### src/verilog/sas_pkg.sv
// Purpose: shared constants and types of the converter sequencer
// Assumes: 32-bit AHB-Lite register words
// Notes: offsets are byte addresses
package sas_pkg;
   localparam logic [7:0] SAS_CTRL_OFS = 8'h00;
   localparam logic [7:0] SAS_CFG_OFS = 8'h04;
   localparam logic [7:0] SAS_ACC_OFS = 8'h08;
   localparam logic [7:0] SAS_RES_OFS = 8'h0c;
   // control word bit positions
   localparam int SAS_BUSY_BIT = 0;
   localparam int SAS_DONE_BIT = 1;
   localparam int SAS_TM_BIT = 2;
   localparam int SAS_BURST_BIT = 3;
   localparam int SAS_IE_BIT = 4;
   localparam int SAS_STBY_BIT = 5;
   localparam int SAS_SRC_LSB = 8;
   // config word bit positions
   localparam int SAS_DIV_LSB = 0;
   localparam int SAS_T2W_BIT = 8;
   localparam int SAS_T3W_BIT = 9;
   // accumulator config bit positions
   localparam int SAS_RPT_LSB = 0;
   localparam int SAS_JST_LSB = 4;
   // timing in conversion clocks
   localparam int SAS_TRACK_CLKS = 3;
   localparam int SAS_CONV_CLKS = 11;
   localparam logic [2:0] SAS_JST_LEFT = 3'h4;
   localparam logic [2:0] SAS_SRC_SW = 3'h0;
   localparam logic [2:0] SAS_SRC_T0 = 3'h1;
   localparam logic [2:0] SAS_SRC_T2 = 3'h2;
   localparam logic [2:0] SAS_SRC_T3 = 3'h3;
   localparam logic [2:0] SAS_SRC_EXT = 3'h4;

   typedef struct packed {
      logic [2:0] start_source_sel;
      logic track_mode_bit;
      logic burst_enable_bit;
      logic int_en;
      logic standby;
      logic [4:0] conv_clock_divider;
      logic t2_wide;
      logic t3_wide;
      logic [2:0] repeat_count_sel;
      logic [2:0] justify_shift_sel;
   } sas_cfg_type;

   localparam sas_cfg_type SAS_CFG_RESET = '0;

   typedef enum logic [1:0] {
      SAS_IDLE = 2'b00,
      SAS_TRACK = 2'b01,
      SAS_CONV = 2'b10
   } sas_state_type;

   // samples per series, minus one
   function automatic logic [5:0] sas_rpt_last(input logic [2:0] sel);
      case (sel)
         3'h0: sas_rpt_last = 6'h00;
         3'h1: sas_rpt_last = 6'h03;
         3'h2: sas_rpt_last = 6'h07;
         3'h3: sas_rpt_last = 6'h0f;
         3'h4: sas_rpt_last = 6'h1f;
         default: sas_rpt_last = 6'h3f;
      endcase
   endfunction
endpackage

### src/verilog/sas_clk_div.sv
// Purpose: conversion clock enable from system clock or low-power oscillator
// Assumes: lpo_tick is one cycle per rising oscillator edge, already synchronised
// Notes: divide value n gives one tick per n+1 source ticks
`timescale 1ns/1ps
`default_nettype none
module sas_clk_div #(
   parameter int DIV_W = 5
) (
   input wire logic clk_sys,
   input wire logic rstn,
   input wire logic burst,
   input wire logic lpo_tick,
   input wire logic [DIV_W-1:0] div,
   output logic tick
);
   logic [DIV_W-1:0] cnt;
   wire src_tick = burst ? lpo_tick : 1'b1;
   wire wrap = src_tick && (cnt >= div);

   initial begin
      if (DIV_W < 1 || DIV_W > 8) $error("sas_clk_div: DIV_W out of range");
   end

   always_ff @(posedge clk_sys or negedge rstn) begin
      if (!rstn) begin
         cnt <= '0;
      end else if (wrap) begin
         cnt <= '0;
      end else if (src_tick) begin
         cnt <= cnt + 1'b1;
      end
   end

   assign tick = wrap;
endmodule // sas_clk_div
`default_nettype wire

### src/verilog/sas_format.sv
// Purpose: places the accumulated sum into the 16-bit result word
// Assumes: single samples are 10-bit codes in the low bits of acc
// Notes: purely combinational; the caller registers the result
`timescale 1ns/1ps
`default_nettype none
module sas_format (
   input wire logic [15:0] acc,
   input wire logic [2:0] justify_shift_sel,
   output logic [15:0] result
);
   import sas_pkg::*;
   // left alignment only meaningful for one sample
   wire [15:0] left_val = {acc[9:0], 6'h00};
   wire [15:0] right_val = acc >> justify_shift_sel[1:0];
   assign result = (justify_shift_sel == SAS_JST_LEFT) ? left_val : right_val;
endmodule // sas_format
`default_nettype wire

### src/verilog/sas_top.sv
// Purpose: start, track and convert sequencing with sample accumulator
// Assumes: sar_code is valid when a conversion ends; timer strobes on clk_sys
// Notes: registers over AHB-Lite, zero wait states
//
// The register offsets and the AHB-Lite interface to the registers were decided locally.
`timescale 1ns/1ps
`default_nettype none
module sas_top (
   input wire logic clk_sys,
   input wire logic rstn,
   input wire logic hsel,
   input wire logic [31:0] haddr,
   input wire logic [1:0] htrans,
   input wire logic hwrite,
   input wire logic [2:0] hsize,
   input wire logic [31:0] hwdata,
   input wire logic hready,
   output logic hreadyout,
   output logic hresp,
   output logic [31:0] hrdata,
   input wire logic timer0_ovf,
   input wire logic timer2_low_ovf,
   input wire logic timer2_high_ovf,
   input wire logic timer3_low_ovf,
   input wire logic timer3_high_ovf,
   input wire logic external_start_input,
   input wire logic lp_osc,
   input wire logic [9:0] sar_code,
   output logic track_en,
   output logic conv_active,
   output logic conv_irq,
   output logic [7:0] result_high_byte,
   output logic [7:0] result_low_byte
);
   import sas_pkg::*;

   ////////////////////////////////////////////////////////////////////////////
   // pin synchronisers
   logic ext_s1, ext_s2, ext_s3;
   logic lpo_s1, lpo_s2, lpo_s3;
   always_ff @(posedge clk_sys or negedge rstn) begin
      if (!rstn) begin
         {ext_s1, ext_s2, ext_s3} <= 3'h0;
         {lpo_s1, lpo_s2, lpo_s3} <= 3'h0;
      end else begin
         {ext_s1, ext_s2, ext_s3} <= {external_start_input, ext_s1, ext_s2};
         {lpo_s1, lpo_s2, lpo_s3} <= {lp_osc, lpo_s1, lpo_s2};
      end
   end
   wire ext_rise = ext_s2 && !ext_s3;
   wire lpo_tick = lpo_s2 && !lpo_s3;

   ////////////////////////////////////////////////////////////////////////////
   // AHB-Lite slave
   sas_cfg_type cfg;
   logic busy, done;
   logic [15:0] result;
   logic wr_pend;
   logic [7:0] wr_ofs;
   wire addr_ok = hsel && htrans[1] && hready;
   wire [7:0] a_ofs = haddr[7:0];
   wire wr_ctrl = wr_pend && (wr_ofs == SAS_CTRL_OFS);
   wire wr_cfg = wr_pend && (wr_ofs == SAS_CFG_OFS);
   wire wr_acc = wr_pend && (wr_ofs == SAS_ACC_OFS);
   wire [31:0] ctrl_word = {21'h0, cfg.start_source_sel, 2'h0, cfg.standby,
      cfg.int_en, cfg.burst_enable_bit, cfg.track_mode_bit, done, busy};
   wire [31:0] cfg_word = {22'h0, cfg.t3_wide, cfg.t2_wide, 3'h0,
      cfg.conv_clock_divider};
   wire [31:0] acc_word = {25'h0, cfg.justify_shift_sel, 1'b0, cfg.repeat_count_sel};
   wire [31:0] rd_mux = (a_ofs == SAS_CTRL_OFS) ? ctrl_word :
                        (a_ofs == SAS_CFG_OFS) ? cfg_word :
                        (a_ofs == SAS_ACC_OFS) ? acc_word :
                        (a_ofs == SAS_RES_OFS) ? {16'h0, result} : 32'h0;

   always_ff @(posedge clk_sys or negedge rstn) begin
      if (!rstn) begin
         wr_pend <= 1'b0;
         wr_ofs <= 8'h00;
         hrdata <= 32'h0;
      end else begin
         wr_pend <= addr_ok && hwrite;
         wr_ofs <= a_ofs;
         if (addr_ok && !hwrite) begin
            hrdata <= rd_mux;
         end
      end
   end
   assign hreadyout = 1'b1;
   assign hresp = 1'b0;

   always_ff @(posedge clk_sys or negedge rstn) begin
      if (!rstn) begin
         cfg <= SAS_CFG_RESET;
      end else begin
         if (wr_ctrl) begin
            cfg.start_source_sel <= hwdata[SAS_SRC_LSB +: 3];
            cfg.standby <= hwdata[SAS_STBY_BIT];
            cfg.int_en <= hwdata[SAS_IE_BIT];
            cfg.burst_enable_bit <= hwdata[SAS_BURST_BIT];
            cfg.track_mode_bit <= hwdata[SAS_TM_BIT];
         end
         if (wr_cfg) begin
            cfg.conv_clock_divider <= hwdata[SAS_DIV_LSB +: 5];
            cfg.t2_wide <= hwdata[SAS_T2W_BIT];
            cfg.t3_wide <= hwdata[SAS_T3W_BIT];
         end
         if (wr_acc) begin
            cfg.repeat_count_sel <= hwdata[SAS_RPT_LSB +: 3];
            cfg.justify_shift_sel <= hwdata[SAS_JST_LSB +: 3];
         end
      end
   end

   ////////////////////////////////////////////////////////////////////////////
   // start source selection
   wire sw_start = wr_ctrl && hwdata[SAS_BUSY_BIT];
   wire t2_ovf = cfg.t2_wide ? timer2_high_ovf : timer2_low_ovf;
   wire t3_ovf = cfg.t3_wide ? timer3_high_ovf : timer3_low_ovf;
   logic start_evt;
   always_comb begin
      unique case (cfg.start_source_sel)
         SAS_SRC_SW: start_evt = sw_start;
         SAS_SRC_T0: start_evt = timer0_ovf;
         SAS_SRC_T2: start_evt = t2_ovf;
         SAS_SRC_T3: start_evt = t3_ovf;
         SAS_SRC_EXT: start_evt = ext_rise;
         default: start_evt = 1'b0;
      endcase
   end
   // external start in low-power mode already tracked while the pin was low
   wire skip_track = (cfg.start_source_sel == SAS_SRC_EXT);
   // a start written together with the mode bit obeys the new bit
   wire tm_now = wr_ctrl ? hwdata[SAS_TM_BIT] : cfg.track_mode_bit;

   ////////////////////////////////////////////////////////////////////////////
   // sequencer
   logic conv_tick;
   sas_clk_div #(.DIV_W(5)) u_div (
      .clk_sys(clk_sys),
      .rstn(rstn),
      .burst(cfg.burst_enable_bit),
      .lpo_tick(lpo_tick),
      .div(cfg.conv_clock_divider),
      .tick(conv_tick)
   );

   sas_state_type state, next_state;
   logic [3:0] phase;
   logic [5:0] cnt;
   logic [15:0] acc;
   wire [5:0] rpt_last = sas_rpt_last(cfg.repeat_count_sel);
   wire conv_end = (state == SAS_CONV) && conv_tick &&
                   (phase == 4'(SAS_CONV_CLKS - 1));
   wire series_end = conv_end && (cnt == rpt_last);
   wire more_burst = conv_end && !series_end && cfg.burst_enable_bit;
   wire [15:0] acc_sum = acc + {6'h00, sar_code};
   wire track_done = (state == SAS_TRACK) && conv_tick &&
                     (phase == 4'(SAS_TRACK_CLKS - 1));
   wire [15:0] fmt_result;

   always_comb begin
      next_state = state;
      unique case (state)
         SAS_IDLE: begin
            if (start_evt) begin
               next_state = (tm_now && !skip_track) ? SAS_TRACK : SAS_CONV;
            end
         end
         SAS_TRACK: begin
            if (track_done) begin
               next_state = SAS_CONV;
            end
         end
         SAS_CONV: begin
            if (more_burst) begin
               next_state = cfg.track_mode_bit ? SAS_TRACK : SAS_CONV;
            end else if (conv_end) begin
               next_state = SAS_IDLE;
            end
         end
         default: next_state = SAS_IDLE;
      endcase
   end

   always_ff @(posedge clk_sys or negedge rstn) begin
      if (!rstn) begin
         state <= SAS_IDLE;
         phase <= 4'h0;
      end else begin
         state <= next_state;
         if (next_state != state || (conv_tick && conv_end)) begin
            phase <= 4'h0;
         end else if (conv_tick && state != SAS_IDLE) begin
            phase <= phase + 4'h1;
         end
      end
   end

   // sample counter and accumulator
   always_ff @(posedge clk_sys or negedge rstn) begin
      if (!rstn) begin
         cnt <= 6'h00;
         acc <= 16'h0;
      end else if (series_end) begin
         cnt <= 6'h00;
         acc <= 16'h0;
      end else if (conv_end) begin
         cnt <= cnt + 6'h01;
         acc <= acc_sum;
      end
   end

   sas_format u_fmt (
      .acc(acc_sum),
      .justify_shift_sel(cfg.justify_shift_sel),
      .result(fmt_result)
   );

   // result word, busy and done
   always_ff @(posedge clk_sys or negedge rstn) begin
      if (!rstn) begin
         result <= 16'h0;
         busy <= 1'b0;
         done <= 1'b0;
      end else begin
         if (series_end) begin
            result <= fmt_result;
         end
         busy <= (next_state != SAS_IDLE);
         if (series_end) begin
            done <= 1'b1;
         end else if (wr_ctrl && !hwdata[SAS_DONE_BIT]) begin
            done <= 1'b0;
         end
      end
   end

   assign result_high_byte = result[15:8];
   assign result_low_byte = result[7:0];
   assign conv_active = busy;
   assign conv_irq = done && cfg.int_en;
   // tracking gate; standby overrides every mode
   wire idle_track = (state == SAS_IDLE) && !cfg.burst_enable_bit &&
                     (cfg.track_mode_bit ? (skip_track && !ext_s2) : 1'b1);
   assign track_en = !cfg.standby && (idle_track || state == SAS_TRACK);

   ////////////////////////////////////////////////////////////////////////////
   // checks
   property p_done_on_busy_fall;
      @(posedge clk_sys) disable iff (!rstn)
      $rose(done) |-> $fell(busy) && !busy;
   endproperty
   a_done_on_busy_fall: assert property (p_done_on_busy_fall)
      else $error("done rose without busy falling");

   property p_busy_in_conv;
      @(posedge clk_sys) disable iff (!rstn)
      (state == SAS_CONV) |-> busy;
   endproperty
   a_busy_in_conv: assert property (p_busy_in_conv)
      else $error("busy low during conversion");

   property p_result_at_end;
      @(posedge clk_sys) disable iff (!rstn)
      $changed(result) |-> $past(series_end);
   endproperty
   a_result_at_end: assert property (p_result_at_end)
      else $error("result changed mid series");

   property p_acc_clear;
      @(posedge clk_sys) disable iff (!rstn)
      series_end |=> acc == 16'h0 && cnt == 6'h00;
   endproperty
   a_acc_clear: assert property (p_acc_clear)
      else $error("accumulator not cleared for new series");

   property p_track_three;
      @(posedge clk_sys) disable iff (!rstn)
      ($past(state) == SAS_TRACK && state == SAS_CONV) |->
         $past(phase) == 4'(SAS_TRACK_CLKS - 1) && $past(conv_tick);
   endproperty
   a_track_three: assert property (p_track_three)
      else $error("tracking interval not three conversion clocks");

   property p_single_zero;
      @(posedge clk_sys) disable iff (!rstn)
      (series_end && cfg.repeat_count_sel == 3'h0 && cfg.justify_shift_sel == 3'h0)
         |=> result[15:10] == 6'h00 && result[9:0] == $past(sar_code);
   endproperty
   a_single_zero: assert property (p_single_zero)
      else $error("single sample result malformed");

   property p_ext_track_low;
      @(posedge clk_sys) disable iff (!rstn)
      (track_en && state == SAS_IDLE && cfg.track_mode_bit) |-> !ext_s2;
   endproperty
   a_ext_track_low: assert property (p_ext_track_low)
      else $error("tracking while external start high");

   property p_done_full_series;
      @(posedge clk_sys) disable iff (!rstn)
      (conv_end && cnt != rpt_last && !done) |=> !done;
   endproperty
   a_done_full_series: assert property (p_done_full_series)
      else $error("done set before series complete");
endmodule // sas_top
`default_nettype wire

### config.mk
export PLATFORM = sky130hd
export DESIGN_NAME = sas_top
export DESIGN_NICKNAME = d
export VERILOG_FILES = /design/src/verilog/sas_pkg.sv /design/src/verilog/sas_clk_div.sv /design/src/verilog/sas_format.sv /design/src/verilog/sas_top.sv
export SDC_FILE = /design/constraint.sdc
export NUM_CORES = 1
export LEC_CHECK = 0
export BUFFER_PORTS_ARGS = -buffer_cell sky130_fd_sc_hd__buf_4
export CAP_MARGIN = 25
export CORE_ASPECT_RATIO = 0.5
export CORE_MARGIN = 2
export CORE_UTILIZATION = 58
export CTS_BUF_LIST = sky130_fd_sc_hd__clkbuf_16
export CTS_CLUSTER_DIAMETER = 150
export DETAILED_ROUTE_END_ITERATION = 10
export GPL_TIMING_DRIVEN = 1
export PLACE_DENSITY = 0.83
export RECOVER_POWER = 25
export SYNTH_ARGS = -nofsm -noshare
export SYNTH_HDL_FRONTEND = slang
export SYNTH_HIERARCHICAL = 1
export SYNTH_SLANG_ARGS = --single-unit
### constraint.sdc
create_clock -name clk_sys -period 8.4 [get_ports clk_sys]
set_input_delay 0.84 -clock clk_sys [delete_from_list [all_inputs] [get_ports clk_sys]]
set_output_delay 0.84 -clock clk_sys [all_outputs]
set_load 0.05 [all_outputs]
==> flow_metrics.tcl <==
set metrics [dict create \
    criticalPathCategory "reg2reg" \
    yosysWarnings 6 \
    tritoncts "built" \
    die_h_um 75.2 \
    slew_viol_final 0 \
    overflow 0 \
    setup_violations 0 \
    fin_area_um2 6710 \
    crit_buf_inv 2 \
    synth_fa_ha_area_frac 0.0438 \
    start_kind "register" \
    first_iter_violations 308 \
    die-width_um 146 \
    cp_common_cell "buf_4" \
    rrSetupSlack_ps 4870 \
    initial_utilization 0.609 \
    grt_pass1_wl_um 21500 \
    finalWeightedCongestion 0.867 \
    syn_to_final_growth_pct 14.0 \
    post_cts_buffers 0 \
    status "finished, final reports clean" \
    finalHoldViolCount 0 \
    nets 726 \
    dieArea_um2 11000 \
    slowest_stage "dfrtp_1" \
    post-route-period-util 0.421 \
    num_vias 4465 \
    synth_top_family_by_area "compound AO/OA/AOI/OAI gates" \
    wl_um 13100 \
    setup-tns-final_ps 0 \
    drc 0 \
    fin_crit_ps 3530 \
    layout_common_cells "102 x dfrtp_1, 65 x buf_4, 51 x nand2_1" \
    muxShareOfSynthArea 0.146 \
    num_rows 25 \
    synth_area_um2 5880 \
    yosys_most_used_dff "dfrtp_1" \
    port_buffers 75 \
    p_per_area_nw_per_um2 175 \
    core_um2 9670 \
    firstDrtPassIters 6 \
    syn_inst 550 \
    track_usage 0.251 \
    h-tree-depth 3 \
    path_delay_family "simple AND/OR/NAND/NOR gates" \
    crit_required_ps 8670 \
    wl_per_cell_um 17.4 \
    antenna_found_initial 0 \
    synth.top_cell.area_share 0.434 \
    fill_cells 700 \
    rsz0062_at_grt "false" \
    drtAntennaViolNets 0 \
    dpl.hpwl_um 9360 \
    synth-simple-area-share 0.134 \
    io_pins 144 \
    layout-drive-gt1-share 0.260 \
    synth_top_area_cell "dfrtp_1" \
    clockRootBuffer "clkbuf_16" \
    synthArstFlopShare 1.00 \
    timing.max_cap.violations 0 \
    hp-class "reg2reg" \
    synthDistinctLibCells 77 \
    fmax_mhz 283 \
    grt_max_degree 75 \
    skew_ps 9.46 \
    synth_area_leaders "dfrtp_1 43%, mux2_2 8.8%, ha_1 4.0%, nand2_1 3.3%, mux4_2 3.1%" \
    layout_commonest_cell "dfrtp_1" \
    met1_usage 0.341 \
    crit_path_end_kind "register" \
    synth-compound-area-share 0.156 \
    cts_resized 0 \
    ir_worst_vdd_mv 0.111 \
    grt_pass1_vias 4270 \
    numCtsBuffers 9 \
    ys_ff_latch 102 \
    path_cells "ha_1 -> o21a_1 -> o21ai_0 -> o21bai_2 -> and2_1 -> nand4b_1 -> or2_0 -> buf_4 -> a21oi_1 -> buf_4 -> or4b_1 -> o221ai_1" \
    critPathArrivalTime_ps 3800 \
    cts_max_path_buffers 2 \
    grtUsageMet3 0.0448 \
    cts.sinks 102 \
    slew_headroom 0.318 \
    vias_per_cell 5.91 \
    crit_fanout 27 \
    top_usage_layer "met2" \
    n_antenna_cell 0 \
    syn_area_per_cell_um2 10.7 \
    met2_usage 0.431 \
    cpPeakStageDelay_ps 450 \
    cts_hold_buf 0 \
    tightestPinTransition_ps 1020 \
    clk_pin_slew_ps 70 \
    leakagePower_nw 3.13 \
    synthXorXnorAreaFrac 0.0223 \
    place_area_um2 6440 \
    clk_latency_ps 360 \
    synth-edff-count 0 \
    seq_area_frac_synth 0.434 \
]
## sequential cells by signal, indices dropped and copies added, names as in the netlist
register	cells
acc	16
hrdata	16
result	16
cfg	14
wr_ofs	8
acc_word	6
cnt	6
u_div/cnt	5
phase	4
state	2
conv_active	1
done	1
ext_s1	1
ext_s2	1
ext_s3	1
lpo_s1	1
lpo_s2	1
lpo_s3	1
wr_pend	1
## worst paths after layout
path | cells past startpoint | to | from
max in group asynchronous | 3 | lpo_s1$_DFF_PN0_ | rstn
worst min-delay path | 0 | ext_s2$_DFF_PN0_ | ext_s1$_DFF_PN0_
worst min register to register | 0 | ext_s2$_DFF_PN0_ | ext_s1$_DFF_PN0_
worst max-delay path | 12 | acc[12]$_DFFE_PN0P_ | u_div/cnt[3]$_DFFE_PN0P_
worst max register to register | 12 | acc[12]$_DFFE_PN0P_ | u_div/cnt[3]$_DFFE_PN0P_
min in group asynchronous | 1 | result[13]$_DFFE_PN0P_ | rstn
## kinds of logic (layout without fill, tap and decap cells)
kind of cell | Yosys count | count (layout)
other | 2 | 18
adders and majority gates | 20 | 20
DFF | 102 | 102
and+or+nand+nor | 148 | 148
AOI/OAI and AO/OA | 130 | 130
buffers and inverters | 65 | 119
xor gates and xnor gates | 15 | 15
muxes | 68 | 68
## final cells by class
class	instances	area, µm²	share of cell area
inverters	24	90.1	0.0134
well taps	135	169	0.0252
clock inverters	7	55.1	0.00821
multi-input cells	399	3030	0.451
repair buffers	79	591	0.0880
flip-flops and latches	102	2550	0.380
clock buffers	9	225	0.0336
## through the flow
stage               hold WS, ps  setup WS, ps   util  power [mW]  instances
floorplan                   331          5190      -       0.717        566
CTS                         340          4530  0.696        1.18        754
detailed placement          336          4620  0.667       0.777        738
global route                363          4680  0.694        1.22        755
finish                      352          4870  0.694        1.17        755
global placement            334          4730  0.664       0.767        737
## routing by layer
metal | wire (µm) | vias to the layer above
li1 | - | 2099
met1 | 6100 | 2211
met2 | 6200 | 138
met3 | 664 | 17
met4 | 138 | 0
met5 | 0 | -
## where the power goes
part           internal (mW)  switching, mW  leakage [nW]  total [mW]
logic                 0.0963          0.127          1.68       0.223
clock network          0.205          0.196         0.140       0.401
registers              0.515         0.0322          1.32       0.547
total                  0.816          0.355          3.13        1.17
## Yosys cell counts (all sizes together) (4+ instances only)
| library cell | instances |
|---|---|
| a21o | 4 |
| a21oi | 19 |
| a22o | 12 |
| a22oi | 7 |
| and2 | 8 |
| buf | 32 |
| clkbuf | 9 |
| dfrtp | 102 |
| ha | 19 |
| inv | 24 |
| mux2 | 50 |
| mux2i | 10 |
| mux4 | 8 |
| nand2 | 52 |
| nand2b | 9 |
| nand3 | 6 |
| nand3b | 4 |
| nand4b | 4 |
| nor2 | 26 |
| nor2b | 5 |
| nor3 | 11 |
| o211ai | 5 |
| o21a | 6 |
| o21ai | 42 |
| xnor2 | 14 |
No activity file was read; power rests on OpenSTA's default activity.
